==> src/wit_params.svh <==
// constants of the watchdog interval timer: offsets, fields, keys, timings
`ifndef WIT_PARAMS_SVH
`define WIT_PARAMS_SVH

// ****************************************************
// register indices; byte address is four times these
// ****************************************************
`define WIT_IDX_CNT     16'hfe80
`define WIT_IDX_CSR     16'hfe81
`define WIT_IDX_KEY     16'hfe82
`define WIT_ADDR_W      18

// ****************************************************
// reset values and key codes
// ****************************************************
`define WIT_CNT_INIT    8'h00
`define WIT_KEY_INIT    8'h00
`define WIT_KEY_CNT     8'h5a
`define WIT_KEY_CSR     8'ha5
`define WIT_CNT_MAX     8'hff

// ****************************************************
// control/status bit positions
// ****************************************************
`define WIT_B_RUN       7
`define WIT_B_MODE      6
`define WIT_B_WDF       4
`define WIT_B_IVF       3
`define WIT_B_DIV_HI    2
`define WIT_B_DIV_LO    0

// ****************************************************
// timing: reset pulse length and divider shape
// ****************************************************
`define WIT_RST_CLKS    7'd64
`define WIT_DIV_BASE    4'h1
`define WIT_DIV_STEP    4'h2

// ****************************************************
// bus responses
// ****************************************************
`define WIT_RESP_OK     2'b00
`define WIT_RESP_ERR    2'b10

`endif

==> src/wit_pkg.sv <==
// types shared by the watchdog interval timer files
package wit_pkg;

  // ****************************************************
  // control/status register image
  // ****************************************************
  typedef struct packed {
    logic       run;      // timer_run_enable
    logic       wdog;     // mode_select, 1 = watchdog
    logic       wd_flag;  // watchdog_overflow_flag
    logic       iv_flag;  // interval_overflow_flag
    logic [2:0] div_sel;  // clock_divider_select
  } wit_csr_t;

  // write channel states, one-hot
  typedef enum logic [1:0] {
    WIT_WS_IDLE = 2'b01,
    WIT_WS_RESP = 2'b10
  } wit_wstate_t;

endpackage : wit_pkg

==> src/wit_top.sv <==
// watchdog interval timer with guarded registers on an axi4-lite slave
// Functional notes
// - count and control writes refused unless key is 5a or a5
// - key 5a permits one count write
// - key a5 permits one control/status write
// - key clears after count or control write
// - run enable starts upcount at divider rate
// - watchdog overflow resets, counter keeps running
// - reset pulse lasts exactly 64 clocks
// - no new reset while watchdog flag set
// - run enable low freezes, high resumes
// - count write while running reloads, continues up
// - interval overflow raises interrupt, not reset
// - default interval counts from zero to overflow
// - writing one clears interval flag
// - mode bit zero interval, one watchdog
// - counting pauses while debugger halts cpu
// - flags survive the watchdog reset
`include "wit_params.svh"
module wit_top
  import wit_pkg::*;
(
  input  wire logic                   ref_clk_in,     // 250 mhz clock
  input  wire logic                   sys_rst_in,     // sync reset, high
  input  wire logic                   dbg_halt_in,    // debugger halt pin
  input  wire logic [`WIT_ADDR_W-1:0] s_awaddr_in,    // write address
  input  wire logic                   s_awvalid_in,   // write addr valid
  output logic                        s_awready_out,  // write addr ready
  input  wire logic [31:0]            s_wdata_in,     // write data
  input  wire logic [3:0]             s_wstrb_in,     // byte enables
  input  wire logic                   s_wvalid_in,    // write data valid
  output logic                        s_wready_out,   // write data ready
  output logic [1:0]                  s_bresp_out,    // write response
  output logic                        s_bvalid_out,   // response valid
  input  wire logic                   s_bready_in,    // response ready
  input  wire logic [`WIT_ADDR_W-1:0] s_araddr_in,    // read address
  input  wire logic                   s_arvalid_in,   // read addr valid
  output logic                        s_arready_out,  // read addr ready
  output logic [31:0]                 s_rdata_out,    // read data
  output logic [1:0]                  s_rresp_out,    // read response
  output logic                        s_rvalid_out,   // read data valid
  input  wire logic                   s_rready_in,    // read data ready
  output logic                        wdt_rst_out,    // system reset pulse
  output logic                        itv_irq_out     // interval request
);

  // ****************************************************
  // declarations
  // ****************************************************
  localparam logic [`WIT_ADDR_W-1:0] A_CNT = {`WIT_IDX_CNT, 2'b00};
  localparam logic [`WIT_ADDR_W-1:0] A_CSR = {`WIT_IDX_CSR, 2'b00};
  localparam logic [`WIT_ADDR_W-1:0] A_KEY = {`WIT_IDX_KEY, 2'b00};

  wit_wstate_t            wstate;     // write channel state
  logic                   aw_held;    // write address captured
  logic                   w_held;     // write data captured
  logic [`WIT_ADDR_W-1:0] aw_addr;    // captured write address
  logic [7:0]             w_data;     // captured low data byte
  logic                   w_lane0;    // low byte lane enabled
  logic                   wr_go;      // write performed this cycle
  logic                   wr_map;     // write address decodes
  logic                   cnt_wr;     // accepted count write
  logic                   csr_wr;     // accepted control write
  logic                   key_wr;     // key register write
  logic                   guard_hit;  // low-lane write to guarded regs
  logic [7:0]             cnt;        // count_register
  logic [7:0]             key;        // access_guard_key
  wit_csr_t               csr;        // control_status_register
  logic                   tick;       // divided count enable
  logic                   tick_ok;    // tick gated by run and halt
  logic                   ovf;        // counter wraps this cycle
  logic [6:0]             rst_cnt;    // reset pulse cycles left
  logic                   h1, h2, h3; // halt pin synchroniser
  logic                   halt_s;     // filtered halt level
  logic [31:0]            rd_mux;     // read data selection
  logic                   rd_map;     // read address decodes

  // ****************************************************
  // axi4-lite write channel
  // ****************************************************
  // address and data are taken in either order and held
  // until both are present; the register action happens in
  // the cycle both are held, the response one edge later
  assign wr_go = aw_held && w_held && (wstate == WIT_WS_IDLE);

  // address capture
  always_ff @(posedge ref_clk_in) begin
    if (sys_rst_in) begin
      aw_held <= 1'b0;
      aw_addr <= '0;
    end else if (s_awvalid_in && s_awready_out) begin
      aw_held <= 1'b1;
      aw_addr <= s_awaddr_in;
    end else if (wr_go) begin
      aw_held <= 1'b0;
    end
  end

  // data capture, only the low lane carries register bits
  always_ff @(posedge ref_clk_in) begin
    if (sys_rst_in) begin
      w_held  <= 1'b0;
      w_data  <= 8'h00;
      w_lane0 <= 1'b0;
    end else if (s_wvalid_in && s_wready_out) begin
      w_held  <= 1'b1;
      w_data  <= s_wdata_in[7:0];
      w_lane0 <= s_wstrb_in[0];
    end else if (wr_go) begin
      w_held <= 1'b0;
    end
  end

  // ready stays low while an item is held or a response waits
  always_ff @(posedge ref_clk_in) begin
    if (sys_rst_in) begin
      s_awready_out <= 1'b0;
      s_wready_out  <= 1'b0;
    end else begin
      s_awready_out <= !(aw_held || (s_awvalid_in && s_awready_out))
                       && (wstate == WIT_WS_IDLE) && !wr_go;
      s_wready_out  <= !(w_held || (s_wvalid_in && s_wready_out))
                       && (wstate == WIT_WS_IDLE) && !wr_go;
    end
  end

  // address decode for the write side
  always_comb begin
    if (aw_addr == A_CNT) begin
      wr_map = 1'b1;
    end else if (aw_addr == A_CSR) begin
      wr_map = 1'b1;
    end else if (aw_addr == A_KEY) begin
      wr_map = 1'b1;
    end else begin
      wr_map = 1'b0;
    end
  end

  // response state machine
  always_ff @(posedge ref_clk_in) begin
    if (sys_rst_in) begin
      wstate       <= WIT_WS_IDLE;
      s_bvalid_out <= 1'b0;
      s_bresp_out  <= `WIT_RESP_OK;
    end else begin
      case (wstate)
        WIT_WS_IDLE: begin
          if (wr_go) begin
            wstate       <= WIT_WS_RESP;
            s_bvalid_out <= 1'b1;
            s_bresp_out  <= wr_map ? `WIT_RESP_OK : `WIT_RESP_ERR;
          end
        end
        WIT_WS_RESP: begin
          if (s_bready_in) begin
            wstate       <= WIT_WS_IDLE;
            s_bvalid_out <= 1'b0;
          end
        end
        default: begin
          wstate       <= WIT_WS_IDLE;
          s_bvalid_out <= 1'b0;
        end
      endcase
    end
  end

  // ****************************************************
  // guard key
  // ****************************************************
  // a refused guarded write still answers okay; it simply
  // leaves the register untouched
  assign guard_hit = wr_go && w_lane0 &&
                     (aw_addr == A_CNT || aw_addr == A_CSR);
  assign cnt_wr = guard_hit && (aw_addr == A_CNT) &&
                  (key == `WIT_KEY_CNT);
  assign csr_wr = guard_hit && (aw_addr == A_CSR) &&
                  (key == `WIT_KEY_CSR);
  assign key_wr = wr_go && w_lane0 && (aw_addr == A_KEY);

  // key holds one permission; any guarded low-lane write spends it
  always_ff @(posedge ref_clk_in) begin
    if (sys_rst_in) begin
      key <= `WIT_KEY_INIT;
    end else if (guard_hit) begin
      key <= `WIT_KEY_INIT;
    end else if (key_wr) begin
      key <= w_data;
    end
  end

  // ****************************************************
  // debugger halt synchroniser
  // ****************************************************
  // level changes only once the two later stages agree
  always_ff @(posedge ref_clk_in) begin
    if (sys_rst_in) begin
      h1     <= 1'b0;
      h2     <= 1'b0;
      h3     <= 1'b0;
      halt_s <= 1'b0;
    end else begin
      h1 <= dbg_halt_in;
      h2 <= h1;
      h3 <= h2;
      if (h2 == h3) begin
        halt_s <= h3;
      end
    end
  end

  // ****************************************************
  // counter
  // ****************************************************
  wit_prescaler u_prescaler (
    .ref_clk_in (ref_clk_in),
    .sys_rst_in (sys_rst_in),
    .run_in     (csr.run && !halt_s),
    .div_sel_in (csr.div_sel),
    .tick_out   (tick)
  );

  assign tick_ok = tick && csr.run && !halt_s;
  assign ovf     = tick_ok && (cnt == `WIT_CNT_MAX) && !cnt_wr;

  // a software load beats a tick in the same cycle
  always_ff @(posedge ref_clk_in) begin
    if (sys_rst_in) begin
      cnt <= `WIT_CNT_INIT;
    end else if (cnt_wr) begin
      cnt <= w_data;
    end else if (tick_ok) begin
      cnt <= cnt + 8'h01;
    end
  end

  // ****************************************************
  // control/status register and flags
  // ****************************************************
  // flags are cleared only by this block's own reset or a written one,
  // never by the reset pulse it drives out; a set beats a clear
  always_ff @(posedge ref_clk_in) begin
    if (sys_rst_in) begin
      csr <= '0;
    end else begin
      if (csr_wr) begin
        csr.run     <= w_data[`WIT_B_RUN];
        csr.wdog    <= w_data[`WIT_B_MODE];
        csr.div_sel <= w_data[`WIT_B_DIV_HI:`WIT_B_DIV_LO];
      end
      if (ovf && csr.wdog) begin
        csr.wd_flag <= 1'b1;
      end else if (csr_wr && w_data[`WIT_B_WDF]) begin
        csr.wd_flag <= 1'b0;
      end
      if (ovf && !csr.wdog) begin
        csr.iv_flag <= 1'b1;
      end else if (csr_wr && w_data[`WIT_B_IVF]) begin
        csr.iv_flag <= 1'b0;
      end
    end
  end

  // ****************************************************
  // watchdog reset pulse and interval request
  // ****************************************************
  always_ff @(posedge ref_clk_in) begin
    if (sys_rst_in) begin
      rst_cnt     <= 7'd0;
      wdt_rst_out <= 1'b0;
    end else if (ovf && csr.wdog && !csr.wd_flag) begin
      rst_cnt     <= `WIT_RST_CLKS;
      wdt_rst_out <= 1'b1;
    end else if (rst_cnt != 7'd0) begin
      rst_cnt     <= rst_cnt - 7'd1;
      wdt_rst_out <= (rst_cnt != 7'd1);
    end
  end

  // request follows the flag so it stays until software clears it
  always_ff @(posedge ref_clk_in) begin
    if (sys_rst_in) begin
      itv_irq_out <= 1'b0;
    end else begin
      itv_irq_out <= csr.iv_flag;
    end
  end

  // ****************************************************
  // axi4-lite read channel
  // ****************************************************
  always_comb begin
    rd_mux = 32'h0000_0000;
    rd_map = 1'b1;
    if (s_araddr_in == A_CNT) begin
      rd_mux[7:0] = cnt;
    end else if (s_araddr_in == A_CSR) begin
      rd_mux[`WIT_B_RUN]                    = csr.run;
      rd_mux[`WIT_B_MODE]                   = csr.wdog;
      rd_mux[`WIT_B_WDF]                    = csr.wd_flag;
      rd_mux[`WIT_B_IVF]                    = csr.iv_flag;
      rd_mux[`WIT_B_DIV_HI:`WIT_B_DIV_LO]   = csr.div_sel;
    end else if (s_araddr_in == A_KEY) begin
      rd_mux[7:0] = key;
    end else begin
      rd_map = 1'b0;
    end
  end

  // one read at a time; ready drops while data waits
  always_ff @(posedge ref_clk_in) begin
    if (sys_rst_in) begin
      s_arready_out <= 1'b0;
      s_rvalid_out  <= 1'b0;
      s_rdata_out   <= 32'h0000_0000;
      s_rresp_out   <= `WIT_RESP_OK;
    end else if (s_arvalid_in && s_arready_out) begin
      s_arready_out <= 1'b0;
      s_rvalid_out  <= 1'b1;
      s_rdata_out   <= rd_mux;
      s_rresp_out   <= rd_map ? `WIT_RESP_OK : `WIT_RESP_ERR;
    end else if (s_rvalid_out) begin
      if (s_rready_in) begin
        s_rvalid_out  <= 1'b0;
        s_arready_out <= 1'b1;
      end
    end else begin
      s_arready_out <= 1'b1;
    end
  end

endmodule : wit_top

==> src/wit_prescaler.sv <==
// count clock divider: one-cycle tick at the selected division ratio
`include "wit_params.svh"
module wit_prescaler
  import wit_pkg::*;
(
  input  wire logic       ref_clk_in,  // fast system clock
  input  wire logic       sys_rst_in,  // sync reset, active high
  input  wire logic       run_in,      // divider runs while high
  input  wire logic [2:0] div_sel_in,  // clock_divider_select
  output logic            tick_out     // one-cycle count enable
);

  logic [15:0] div_cnt;   // free divider count
  logic [3:0]  shift;     // log2 of division ratio
  logic [15:0] mask;      // low bits that must be all ones

  // ratio is 2^(base + step*cks)
  always_comb begin
    shift = 4'(`WIT_DIV_BASE + `WIT_DIV_STEP * {1'b0, div_sel_in});
    mask  = 16'((17'h1 << shift) - 17'h1);
  end

  // ****************************************************
  // divider count
  // ****************************************************
  // held at zero while stopped so a restart sees a full period
  always_ff @(posedge ref_clk_in) begin
    if (sys_rst_in || !run_in) begin
      div_cnt <= 16'h0000;
    end else begin
      div_cnt <= div_cnt + 16'h0001;
    end
  end

  // tick registered so the counter sees a clean enable
  always_ff @(posedge ref_clk_in) begin
    if (sys_rst_in || !run_in) begin
      tick_out <= 1'b0;
    end else begin
      tick_out <= ((div_cnt & mask) == mask);
    end
  end

endmodule : wit_prescaler

==> config.mk <==
export PLATFORM = sky130hd
export DESIGN_NAME = wit_top
export DESIGN_NICKNAME = d
export VERILOG_FILES = /design/src/wit_pkg.sv /design/src/wit_top.sv /design/src/wit_prescaler.sv
export VERILOG_INCLUDE_DIRS = /design/src
export SDC_FILE = /design/constraint.sdc
export NUM_CORES = 1
export LEC_CHECK = 0
export ABC_AREA = 0
export BUFFER_PORTS_ARGS = -buffer_cell sky130_fd_sc_hd__buf_2
export CORE_MARGIN = 3
export CORE_UTILIZATION = 53
export DETAILED_ROUTE_END_ITERATION = 8
export PLACE_DENSITY = 0.8
export SLEW_MARGIN = 40
export SYNTH_ARGS = -nofsm -noshare
export SYNTH_HDL_FRONTEND = slang
export SYNTH_SLANG_ARGS = --single-unit
export TNS_END_PERCENT = 5
==> constraint.sdc <==
create_clock -name ref_clk_in -period 2.15 [get_ports ref_clk_in]
set_input_delay 0.1075 -clock ref_clk_in [delete_from_list [all_inputs] [get_ports ref_clk_in]]
set_output_delay 0.1075 -clock ref_clk_in [all_outputs]
set_load 0.1 [all_outputs]
* Word-level counts from Yosys, hierarchy flattened *
Cells that the tools add are included.

cells by class
  $add $sub $neg = 5
  equality and inequality tests = 17
  shift operators = 1
  mux-type cells = 37
  bitwise gates (word level) = 1
  reductions and logical operators = 50

operators by type and width
  cell                                                                   number
  18-bit == test (second input constant)                                 6
  8-bit two-way mux                                                      4
  1-bit logical AND                                                      26
  1-bit two-way mux                                                      23
  16-bit by 1-bit adder with 16-bit output (second input constant)       1
  16-bit bitwise AND                                                     1
  16-bit == test                                                         1
  8-bit == test (second input constant)                                  2
  1-bit by 4-bit left shift with 16-bit output (first input constant)    1
  16-bit by 1-bit subtractor with 16-bit output (second input constant)  1
  7-bit two-way mux                                                      2
  2-bit nonzero test                                                     6
  2-bit two-way mux                                                      5
  8-bit by 1-bit adder with 8-bit output (second input constant)         1
  8-bit by 7-bit == test with 1-bit output (second input constant)       1
  1-bit zero test                                                        8
  7-bit by 1-bit != test with 1-bit output (second input constant)       1
  7-bit nonzero test                                                     1
  7-bit by 1-bit subtractor with 7-bit output (second input constant)    1
  2-bit OR reduction                                                     3
  5-bit two-way mux                                                      1
  1-bit by 4-bit adder with 4-bit output (first input constant)          1
  1-bit logical OR                                                       4
  2-bit != test (second input constant)                                  2
  other kinds (7)                                                        8

word-level totals
  register bits = 101
  input port bits = 80
  output and inout bits = 43
  logic and storage cells = 142

* Logic depth before layout (Yosys ltp) *
Gate-level depths: netlist of the first run.

  depth after elaboration = 11
  gate-level depth with buffers = 6

* By module *
Synthesis of the first run repeated with hierarchy kept, for this count alone.

second synthesis, totals
  cells, all modules = 561
  area total of the unflattened synthesis = 4728.3 um^2

modules (own cells, without submodules)
  module         times used  cells each  area an instance (um^2)  seq. area each (um^2)
  wit_top        1           451         3849.9                   1621.6
  wit_prescaler  1           110         878.3                    320.3

* Worst setup path after synthesis of the first run *
No wires, ideal clock.

  path kind = flip-flop to flip-flop
  start point = register s_bvalid_out (netlist name)
  end point = register rst_cnt[0]
  data arrival time = 2058 ps
  required time = 2016 ps
  setup slack = -42 ps
  cell stages (with the launch flop) = 6
  buffers on the path = 1
  cells stage by stage = dfxtp_1 -> and4b_1 -> and4_1 -> buf_2 -> a2111oi_4 -> nor3_1

RTL lines
  what                  line            source
  end signal, assigned  wit_top.sv:273  rst_cnt <= `WIT_RST_CLKS;
  end signal, assigned  wit_top.sv:276  rst_cnt <= rst_cnt - 7'd1;
  end, declared         wit_top.sv:72   logic [6:0] rst_cnt;

* Final worst setup path of the first run *
  start point = register cnt[1]
  end point = register rst_cnt[2]

on the way
  word-level cells in the longest chain between the ends = 6

ends and longest elaborated chain
  what                                 line            source
  start, declared                      wit_top.sv:66   logic [7:0] cnt;
  start signal, assigned               wit_top.sv:230  cnt <= `WIT_CNT_INIT;
  start signal, assigned               wit_top.sv:232  cnt <= w_data;
  start signal, assigned               wit_top.sv:234  cnt <= cnt + 8'h01;
  8-bit == test (no source line)       -
  1-bit logical AND (2 in a row)       wit_top.sv:225  assign ovf = tick_ok && (cnt == `WIT_CNT_MAX) && !cnt_wr;
  1-bit logical AND (2 in a row)       wit_top.sv:272  end else if (ovf && csr.wdog && !csr.wd_flag) begin
  2-bit OR reduction (no source line)  -

Every way passes these cells.
A chain may end at the register's enable or synchronous reset.

==> impl_metrics.tcl, run 1 <==
set metrics [dict create \
    outcome "finished clean" \
    rows 33 \
    synth_edf_count 0 \
    finish.instance_area_mm2 0.00541 \
    cp-end-kind "register" \
    syn-mean-instance-area_um2 8.42 \
    relSlewSlack_pct 57.3 \
    h-tree-depth 3 \
    cts-resized-gates 0 \
    fin_crit_sh_pct 91.3 \
    grt-ovfl-total 0 \
    clockBufferDepth 2 \
    worstPathArrival_ps 2200 \
    dr.first_iter.drc_count 200 \
    async_reset_ff_share_pct 0 \
    detailedRoute.firstPassIterationCount 5 \
    cp_slowest_cell "a2111oi_4" \
    vdd_drop_max_v 0.000903 \
    ys_ff_latch 97 \
    multi_input_area_mm2 0.00237 \
    postPlaceCellArea_mm2 0.00493 \
    postRouteAntennaNets 0 \
    p_per_area_mw_per_mm2 756 \
    initial_utilization_pct 55.3 \
    yosys.area.top_type "dfxtp_1" \
    root_buffer "clkbuf_8" \
    hold_path.class "input port to register" \
    post_drt_wl_per_cell_um 14.2 \
    num-fill-cells 697 \
    cts_sinks 97 \
    vias_per_cell 5.55 \
    min_period_ps 1960 \
    hold_viol_final 0 \
    ys_seq_area_share_pct 42.3 \
    critical_path.cell_chain "ha_1 -> nand3_1 -> or3_1 -> a2111oi_4 -> nor3_1" \
    crit_path_start_kind "register" \
    num_vias 4133 \
    fmax_mhz 510 \
    synthFlopType "dfxtp_1" \
    rrSetupSlack_ps 190 \
    die_w_um 99.0 \
    wl_mm 10.6 \
    gp_congestion 0.857 \
    crit_required_ps 2390 \
    die_h_um 99.0 \
    grt_max_degree 32 \
    core_mm2 0.00830 \
    io-pin-count 123 \
    track_usage_pct 21.6 \
    ctsHoldBuffers 28 \
    grt_pass1_wl_mm 17.6 \
    path_clk_slew_ps 90 \
    cts_made_buffers 9 \
    tightest_slew_ps 640 \
    skew_ps 14.3 \
    syn_inst 545 \
    dieArea_mm2 0.00981 \
    setup_violations 0 \
    fin_nets 719 \
    ys_types 54 \
    portBuffers 69 \
    syn_area_mm2 0.00459 \
    drv_cap 0 \
    grt_setup_unrepaired "false" \
    critPathKind "register to register" \
    clock_latency_ps 370 \
    dpl.hpwl_mm 7.42 \
    antenna_found_initial 0 \
    grt_pass1_vias 3842 \
    post_cts.repair.setup_buffers 0 \
    critical_path.top_delay_family "simple AND/OR/NAND/NOR gates" \
    cts_tree "done" \
    synth_top_area_share_pct 42.3 \
    cp.buffers_inverters 0 \
    crit_path_max_incr_delay_ps 530 \
    area_growth_pct 17.9 \
    crit_fanout 6 \
    p_leak_nw 1.96 \
    drv_slew 0 \
    antenna_cells 0 \
    seq_area_mm2 0.00194 \
    synthTopCellsByArea "dfxtp_1 (42%), a21oi_1 (6.1%), nand2_1 (5.9%), buf_4 (4.3%), xnor2_1 (3.2%)" \
    fin_setup_tns_ps 0 \
    layout-drive-gt1-share_pct 18.0 \
    yosysWarningCount 0 \
    drc 0 \
]
[worst register-to-register path: cells and delay by family, from the launching register on]
kind	cells	cell delay [ps]
simple gates	3	690
fa+ha+maj	1	200
compound gates	1	530
flops	1	420
[registers in the layout (all words and copies together) (netlist names), 7 cells and up]
register and count:
rst_cnt 7, csr 7, s_rdata_out 8, w_data 8, cnt 8, u_prescaler.div_cnt 15
aw_addr 18, key 8
[metal layers]
metal | vias to the layer above | part of all wire (%) | global-route usage [%]
li1 | 2061 | - | -
met2 | 138 | 50 | 36.5
met1 | 1919 | 44 | 27.6
met4 | 0 | 1.3 | 6.41
met3 | 15 | 5.6 | 4.95
met5 | - | 0 | 0
[report_power, final]
part           switching (mW)  internal, mW
sequential             0.0747          1.89
clock                   0.630         0.545
combinational           0.643         0.306
[stage by stage]
stage / util [%] / total power [mW] / setup slack, ps / hold WS [ps] / cells
detailed placement: 59.5 / 2.90 / 220 / 336 / 701
CTS: 65.2 / 4.11 / 217 / 24.8 / 745
floorplan: - / 2.76 / 175 / 236 / 570
finish: 65.2 / 4.09 / 188 / 39.5 / 745
global route: 65.2 / 4.26 / 87.7 / 80.6 / 745
global placement: 59.5 / 2.87 / 288 / 329 / 701
[synth_stat cells (all sizes together), types with 16 or more instances]
library cell,instances
nand3,25
nor4,16
buf,29
o21ai,24
clkbuf,24
inv,18
dfxtp,97
nor3,24
nand2,73
a21oi,56
xnor2,17
nor2,21
[path summary, 6_finish.rpt]
kind              cells after the start        endpoint           start
setup / recovery                      5      rst_cnt[2]          cnt[1]
hold / removal                        3    s_rvalid_out     s_rready_in
setup reg to reg                      5      rst_cnt[2]          cnt[1]
hold reg to reg                       2  s_rdata_out[6]  s_rdata_out[6]
[cell usage in the layout (no fill, tap or decap), types with 10 or more instances in the layout]
cell type | Yosys | routed
buf_4 | 26 | 10
dlygate4sd3_1 | 0 | 28
nor4_1 | 16 | 16
conb_1 | 1 | 26
xnor2_1 | 17 | 17
nand2_1 | 72 | 72
a21oi_1 | 56 | 56
buf_2 | 3 | 69
o21ai_0 | 24 | 24
inv_1 | 18 | 18
nor3_1 | 24 | 24
nor2_1 | 21 | 21
nand3_1 | 22 | 22
dfxtp_1 | 97 | 96
[layout make-up]
class / instances / area share, %
Clock inverter: 6 / 1.23
Tap cell: 105 / 2.43
Sequential cell: 97 / 35.9
Multi-Input combinational cell: 402 / 43.9
Inverter: 18 / 1.25
Timing Repair Buffer: 107 / 13.0
Clock buffer: 10 / 2.36
[kinds of logic (layout without fill, tap and decap cells)]
| logic type | count (synthesis) | count (layout) | synth area share [%] |
|---|---|---|---|
| AOI/OAI and AO/OA | 113 | 113 | 14.7 |
| xor gates and xnor gates | 20 | 20 | 3.82 |
| other | 1 | 26 | 0.0817 |
| DFF | 97 | 97 | 42.3 |
| buffers and inverters | 71 | 141 | 8.02 |
| muxes | 7 | 7 | 1.58 |
| and+or+nand+nor | 232 | 232 | 28.4 |
| adders and majority gates | 4 | 4 | 1.09 |
No activity file was read; power rests on OpenSTA's default activity.
==> run 2: changes to the inputs <==
==> constraint.sdc (replaced) <==
create_clock -name ref_clk_in -period 2.15 [get_ports ref_clk_in]
set_input_delay 0.1075 -clock ref_clk_in [delete_from_list [all_inputs] [get_ports ref_clk_in]]
set_output_delay 0.1075 -clock ref_clk_in [all_outputs]
set_load 0.01 [all_outputs]
==> run 2 against run 1 <==
  * First-iteration DRC count up 19%
  * Utilization increased by 0.15 points
  * Final area rose by 0.23%
  * Critical endpoint is now rst_cnt[1]
  * Largest cell class unchanged
==> impl_metrics.tcl, run 2 (synthesized netlist as in run 1, its figures left out) <==
set metrics [dict create \
    grt-ovfl-total 0 \
    cp_slowest_cell "or3b_2" \
    ctsHoldBuffers 28 \
    core_mm2 0.00830 \
    rows 33 \
    dpl.hpwl_mm 7.51 \
    swShare_pct 29.2 \
    gp_congestion 0.870 \
    post_drt_wl_per_cell_um 14.1 \
    antenna_found_initial 0 \
    post_cts.repair.setup_buffers 0 \
    cts_made_buffers 9 \
    power_frac_comb_pct 16.2 \
    vdd_drop_max_v 0.000402 \
    cts_sinks 97 \
    track_usage_pct 21.9 \
    placed_cells 701 \
    root_buffer "clkbuf_8" \
    final_common_cell "dfxtp_1" \
    crit_fanout 4 \
    drc 0 \
    drv_cap 0 \
    reg_top3 "aw_addr (18), u_prescaler.div_cnt (15)" \
    most-common-layout-cells "dfxtp_1 (97), nand2_1 (72), buf_2 (69), a21oi_1 (56), dlygate4sd3_1 (28)" \
    grt_pass1_vias 3875 \
    worstPathArrival_ps 2220 \
    fin_setup_tns_ps 0 \
    critical_path.cell_chain "inv_1 -> ha_1 -> or3b_2 -> nor2_1 -> mux2_2 -> nor3_1" \
    dr.first_iter.drc_count 237 \
    portBuffers 69 \
    vias_per_cell 5.42 \
    relSlewSlack_pct 59.4 \
    power.switching_mw 1.10 \
    p_leak_nw 1.97 \
    die_w_um 99.0 \
    num_vias 4039 \
    hold_viol_final 0 \
    seqPwrFrac_pct 52.4 \
    area_growth_pct 18.2 \
    clock_latency_ps 370 \
    h-tree-depth 3 \
    wl_mm 10.5 \
    multi_input_area_mm2 0.00237 \
    critPathKind "register to register" \
    drv_slew 0 \
    clockBufferDepth 2 \
    largest_reg_flops 18 \
    outcome "finished clean" \
    cp-end-kind "register" \
    p_per_area_mw_per_mm2 693 \
    tightest_slew_ps 610 \
    path_clk_slew_ps 100 \
    setup_violations 0 \
    skew_ps 14.8 \
    crit_required_ps 2450 \
    grt_pass1_wl_mm 17.8 \
    grt_max_degree 51 \
    regMostFlops "aw_addr" \
    die_h_um 99.0 \
    p_clk_share_pct 31.4 \
    io-pin-count 123 \
    num-fill-cells 693 \
    seq_area_mm2 0.00194 \
    grt_setup_unrepaired "false" \
    fin_crit_sh_pct 89.1 \
    p_int_mw 2.66 \
    layout-drive-gt1-share_pct 18.0 \
    postRouteAntennaNets 0 \
    crit_path_start_kind "register" \
    hold_path.class "input port to register" \
    initial_utilization_pct 55.3 \
    min_period_ps 1920 \
    detailedRoute.firstPassIterationCount 5 \
    fin_cells 745 \
    cts_tree "done" \
    dieArea_mm2 0.00981 \
    antenna_cells 0 \
    crit_path_max_incr_delay_ps 510 \
    cts-resized-gates 0 \
    fin_nets 719 \
    fmax_mhz 522 \
]
run 2: cell count changes in the layout (fill, tap and decap cells not counted), sizes merged:
cell / previous run / this run
bufinv: 1 / 0
clkbuf: 10 / 9
inv: 20 / 22
run 2: area by class of cell:
class                           instances  area share, %
Multi-Input combinational cell        402           43.8
Sequential cell                        97           35.8
Timing Repair Buffer                  107           12.9
Tap cell                              105           2.42
Clock buffer                            9           2.28
Clock inverter                          7           1.55
Inverter                               18           1.25
run 2: power groups by stage:
stage / logic, mW / clock network (mW) / registers [mW]
final: 0.608 / 1.18 / 1.97
after global routing: 0.684 / 1.28 / 1.98
after CTS: 0.599 / 1.21 / 1.97
after detailed placement: 0.557 / 0 / 2.01
after global placement: 0.539 / 0 / 2.00
after floorplan: 0.428 / 0 / 2.00
run 2: worst paths after layout:
path                       start             end  slack (ps)  depth (start not counted)
hold reg to reg   s_rdata_out[6]  s_rdata_out[6]         460                          2
setup reg to reg      rst_cnt[0]      rst_cnt[1]         230                          6
hold / removal       s_rready_in    s_rvalid_out          30                          3
setup / recovery      rst_cnt[0]      rst_cnt[1]         230                          6
run 2: worst max-delay path: cells and delay by family, from the launching register on:
kind	cells	cell delay [ps]
fa+ha+maj	1	220
mux	1	360
buf+inv	1	100
simple gates	3	820
flops	1	340
run 2: routing by layer:
layer,vias to the layer above,global-route usage (%),wire (µm)
li1,2062,-,-
met3,14,5.45,764
met2,140,37.0,5000
met5,-,0,0
met1,1823,28.1,4590
met4,0,5.25,116
run 2: stage by stage:
step           area, µm²  power (mW)  hold WS (ps)  worst slack (ps)  utilization (%)
2_1_floorplan       4680        2.43           236               328                -
3_3_place_gp        4930        2.54           326               288             59.4
3_5_place_dp        4930        2.56           341               237             59.4
4_1_cts             5420        3.77          19.8               244             65.3
5_1_grt             5420        3.95          39.5              73.1             65.3
6_report            5420        3.76          26.9               235             65.3
==> run 3: changes to the inputs <==
- PLACE_DENSITY: 0.8 -> not set
- PLACE_DENSITY_LB_ADDON: not set -> 0.15
==> run 3 against run 2 <==
  * The flow now finishes with violations (negative hold slack)
  * Register-to-register slack got worse by 20 ps
  * First-iteration DRC count fell by 22%
  * Combinational power fell by 3.3%
  * Cell count fell by 0.13%
  * Global-route usage fell by 0.41 points
  * Clock power rose by 11%
  * Via count rose by 0.30%
  * Fmax fell by 1.2%
  * Final area did not move
  * Utilization did not move
  * Worst hold slack got worse by 27 ps
  * Wire length fell by 1.1%
  * Largest cell class unchanged
  * Highest routed layer unchanged
==> impl_metrics.tcl, run 3 (synthesized netlist as in run 1, its figures left out) <==
set metrics [dict create \
    outcome "finished, violations left" \
    failed_checks "negative hold slack" \
    fin_setup_tns_ps 0 \
    rrSetupSlack_ps 210 \
    num-fill-cells 726 \
    grt_max_degree 46 \
    dieArea_mm2 0.00981 \
    crit_path_max_incr_delay_ps 540 \
    dpl.hpwl_mm 7.38 \
    worstPathArrival_ps 2160 \
    gp_congestion 0.881 \
    cts_sinks 97 \
    regMostFlops "aw_addr" \
    crit_fanout 6 \
    io-pin-count 123 \
    skew_ps 10.4 \
    fin_hold_ws_ps -0.108 \
    reg_top3 "aw_addr (18), u_prescaler.div_cnt (15)" \
    finish.instance_area_mm2 0.00542 \
    antenna_found_initial 0 \
    ctsHoldBuffers 26 \
    root_buffer "clkbuf_8" \
    vias_per_cell 5.44 \
    multi_input_area_mm2 0.00237 \
    cp.buffers_inverters 0 \
    final_core_util_pct 65.3 \
    largest_reg_flops 18 \
    setup_violations 0 \
    grt_pass1_vias 3768 \
    grt-ovfl-total 0 \
    cts-resized-gates 0 \
    grt_pass1_wl_mm 17.4 \
    rr_worst_depth 5 \
    die_h_um 99.0 \
    wl_mm 10.4 \
    power_mw 3.86 \
    cts_made_buffers 9 \
    crit_end "rst_cnt[5]" \
    post_cts.repair.setup_buffers 0 \
    critical_path.top_delay_family "simple AND/OR/NAND/NOR gates" \
    relSlewSlack_pct 58.7 \
    num_vias 4051 \
    fin_cells 744 \
    final_common_cell "dfxtp_1" \
    rr_endpoint "rst_cnt[5]" \
    cts_tree "done" \
    layout-drive-gt1-share_pct 18.0 \
    seq_area_mm2 0.00194 \
    crit_path_start_kind "register" \
    core_mm2 0.00830 \
    grt_setup_unrepaired "false" \
    fin_crit_sh_pct 90.1 \
    hold_path.class "input port to register" \
    rows 33 \
    initial_utilization_pct 55.3 \
    cp-end-kind "register" \
    reg2reg_from "cnt[1]" \
    clock_latency_ps 360 \
    antenna_cells 0 \
    detailedRoute.firstPassIterationCount 5 \
    cp_slowest_cell "a2111oi_4" \
    critPathKind "register to register" \
    cp-startpoint "cnt[1]" \
    min_period_ps 1940 \
    post_drt_wl_per_cell_um 13.9 \
    die_w_um 99.0 \
    critical_path.cell_chain "ha_1 -> nand3_1 -> or3_1 -> a2111oi_4 -> nor4_1" \
    track_usage_pct 21.5 \
    hold_viol_final 1 \
    dr.first_iter.drc_count 184 \
    fin_nets 718 \
    p_leak_nw 1.97 \
    placed_cells 702 \
    fmax_mhz 516 \
    h-tree-depth 3 \
    most-common-layout-cells "dfxtp_1 (97), nand2_1 (72), buf_2 (69), a21oi_1 (56)" \
    area_growth_pct 18.2 \
    drv_slew 0 \
    portBuffers 69 \
    vdd_drop_max_v 0.000534 \
    postRouteAntennaNets 0 \
    clockBufferDepth 2 \
    postPlaceCellArea_mm2 0.00494 \
    tightest_slew_ps 618 \
    path_clk_slew_ps 90 \
    crit_cells 5 \
    crit_required_ps 2380 \
    drv_cap 0 \
    p_per_area_mw_per_mm2 712 \
    drc 0 \
]
## run 3: cell types whose count changed in the layout (fill, tap and decap cells not counted), sizes merged
cell         previous run  this run
clkbuf                  9        11
buf                    79        80
inv                    22        18
dlygate4sd3            28        26
bufinv                  0         2
## run 3: how the worst min path moves through the flow
stage,from,end,slack [ps],cells after the start
2_1_floorplan,dbg_halt_in,h1,240,1
3_3_place_gp,dbg_halt_in,h1,340,2
3_5_place_dp,dbg_halt_in,h1,340,2
4_1_cts,s_awaddr_in[14],aw_addr[14],2,3
5_1_grt,s_awaddr_in[14],aw_addr[14],5,3
6_report,s_awaddr_in[14],aw_addr[14],-0.1,3
## run 3: layout make-up
cell class	count	area share (%)
clock buffer	11	2.61
clock inverter	5	1.45
inverter	18	1.25
multi-input combinational	402	43.8
sequential	97	35.8
tap	105	2.42
timing repair buffer	106	12.7
## run 3: per-layer routing
layer  up-vias  GRT usage, %  routed length (µm)
met5         -             0                   0
met1      1858          27.9                4650
met3        12          3.75                 679
met4         0          7.67                 153
li1       2059             -                   -
met2       122          35.8                4870
## run 3: metrics by stage
step	hold WS (ps)	setup WS [ps]
2_1_floorplan	236	328
3_3_place_gp	336	277
3_5_place_dp	344	233
4_1_cts	2.17	202
5_1_grt	4.76	42.9
6_report	-0.108	212
## run 3: tightest hold or removal path: cells and delay by family
family	cells	cell delay, ps
AOI/OAI and AO/OA	1	50
and+or+nand+nor	1	60
buffers and inverters	1	90
## run 3: report_power, final
group          internal [mW]  leakage, nW  switching [mW]  total, mW
Clock                  0.686        0.113           0.625       1.31
Sequential              1.89        0.788          0.0730       1.96
Combinational          0.301         1.07           0.287      0.588
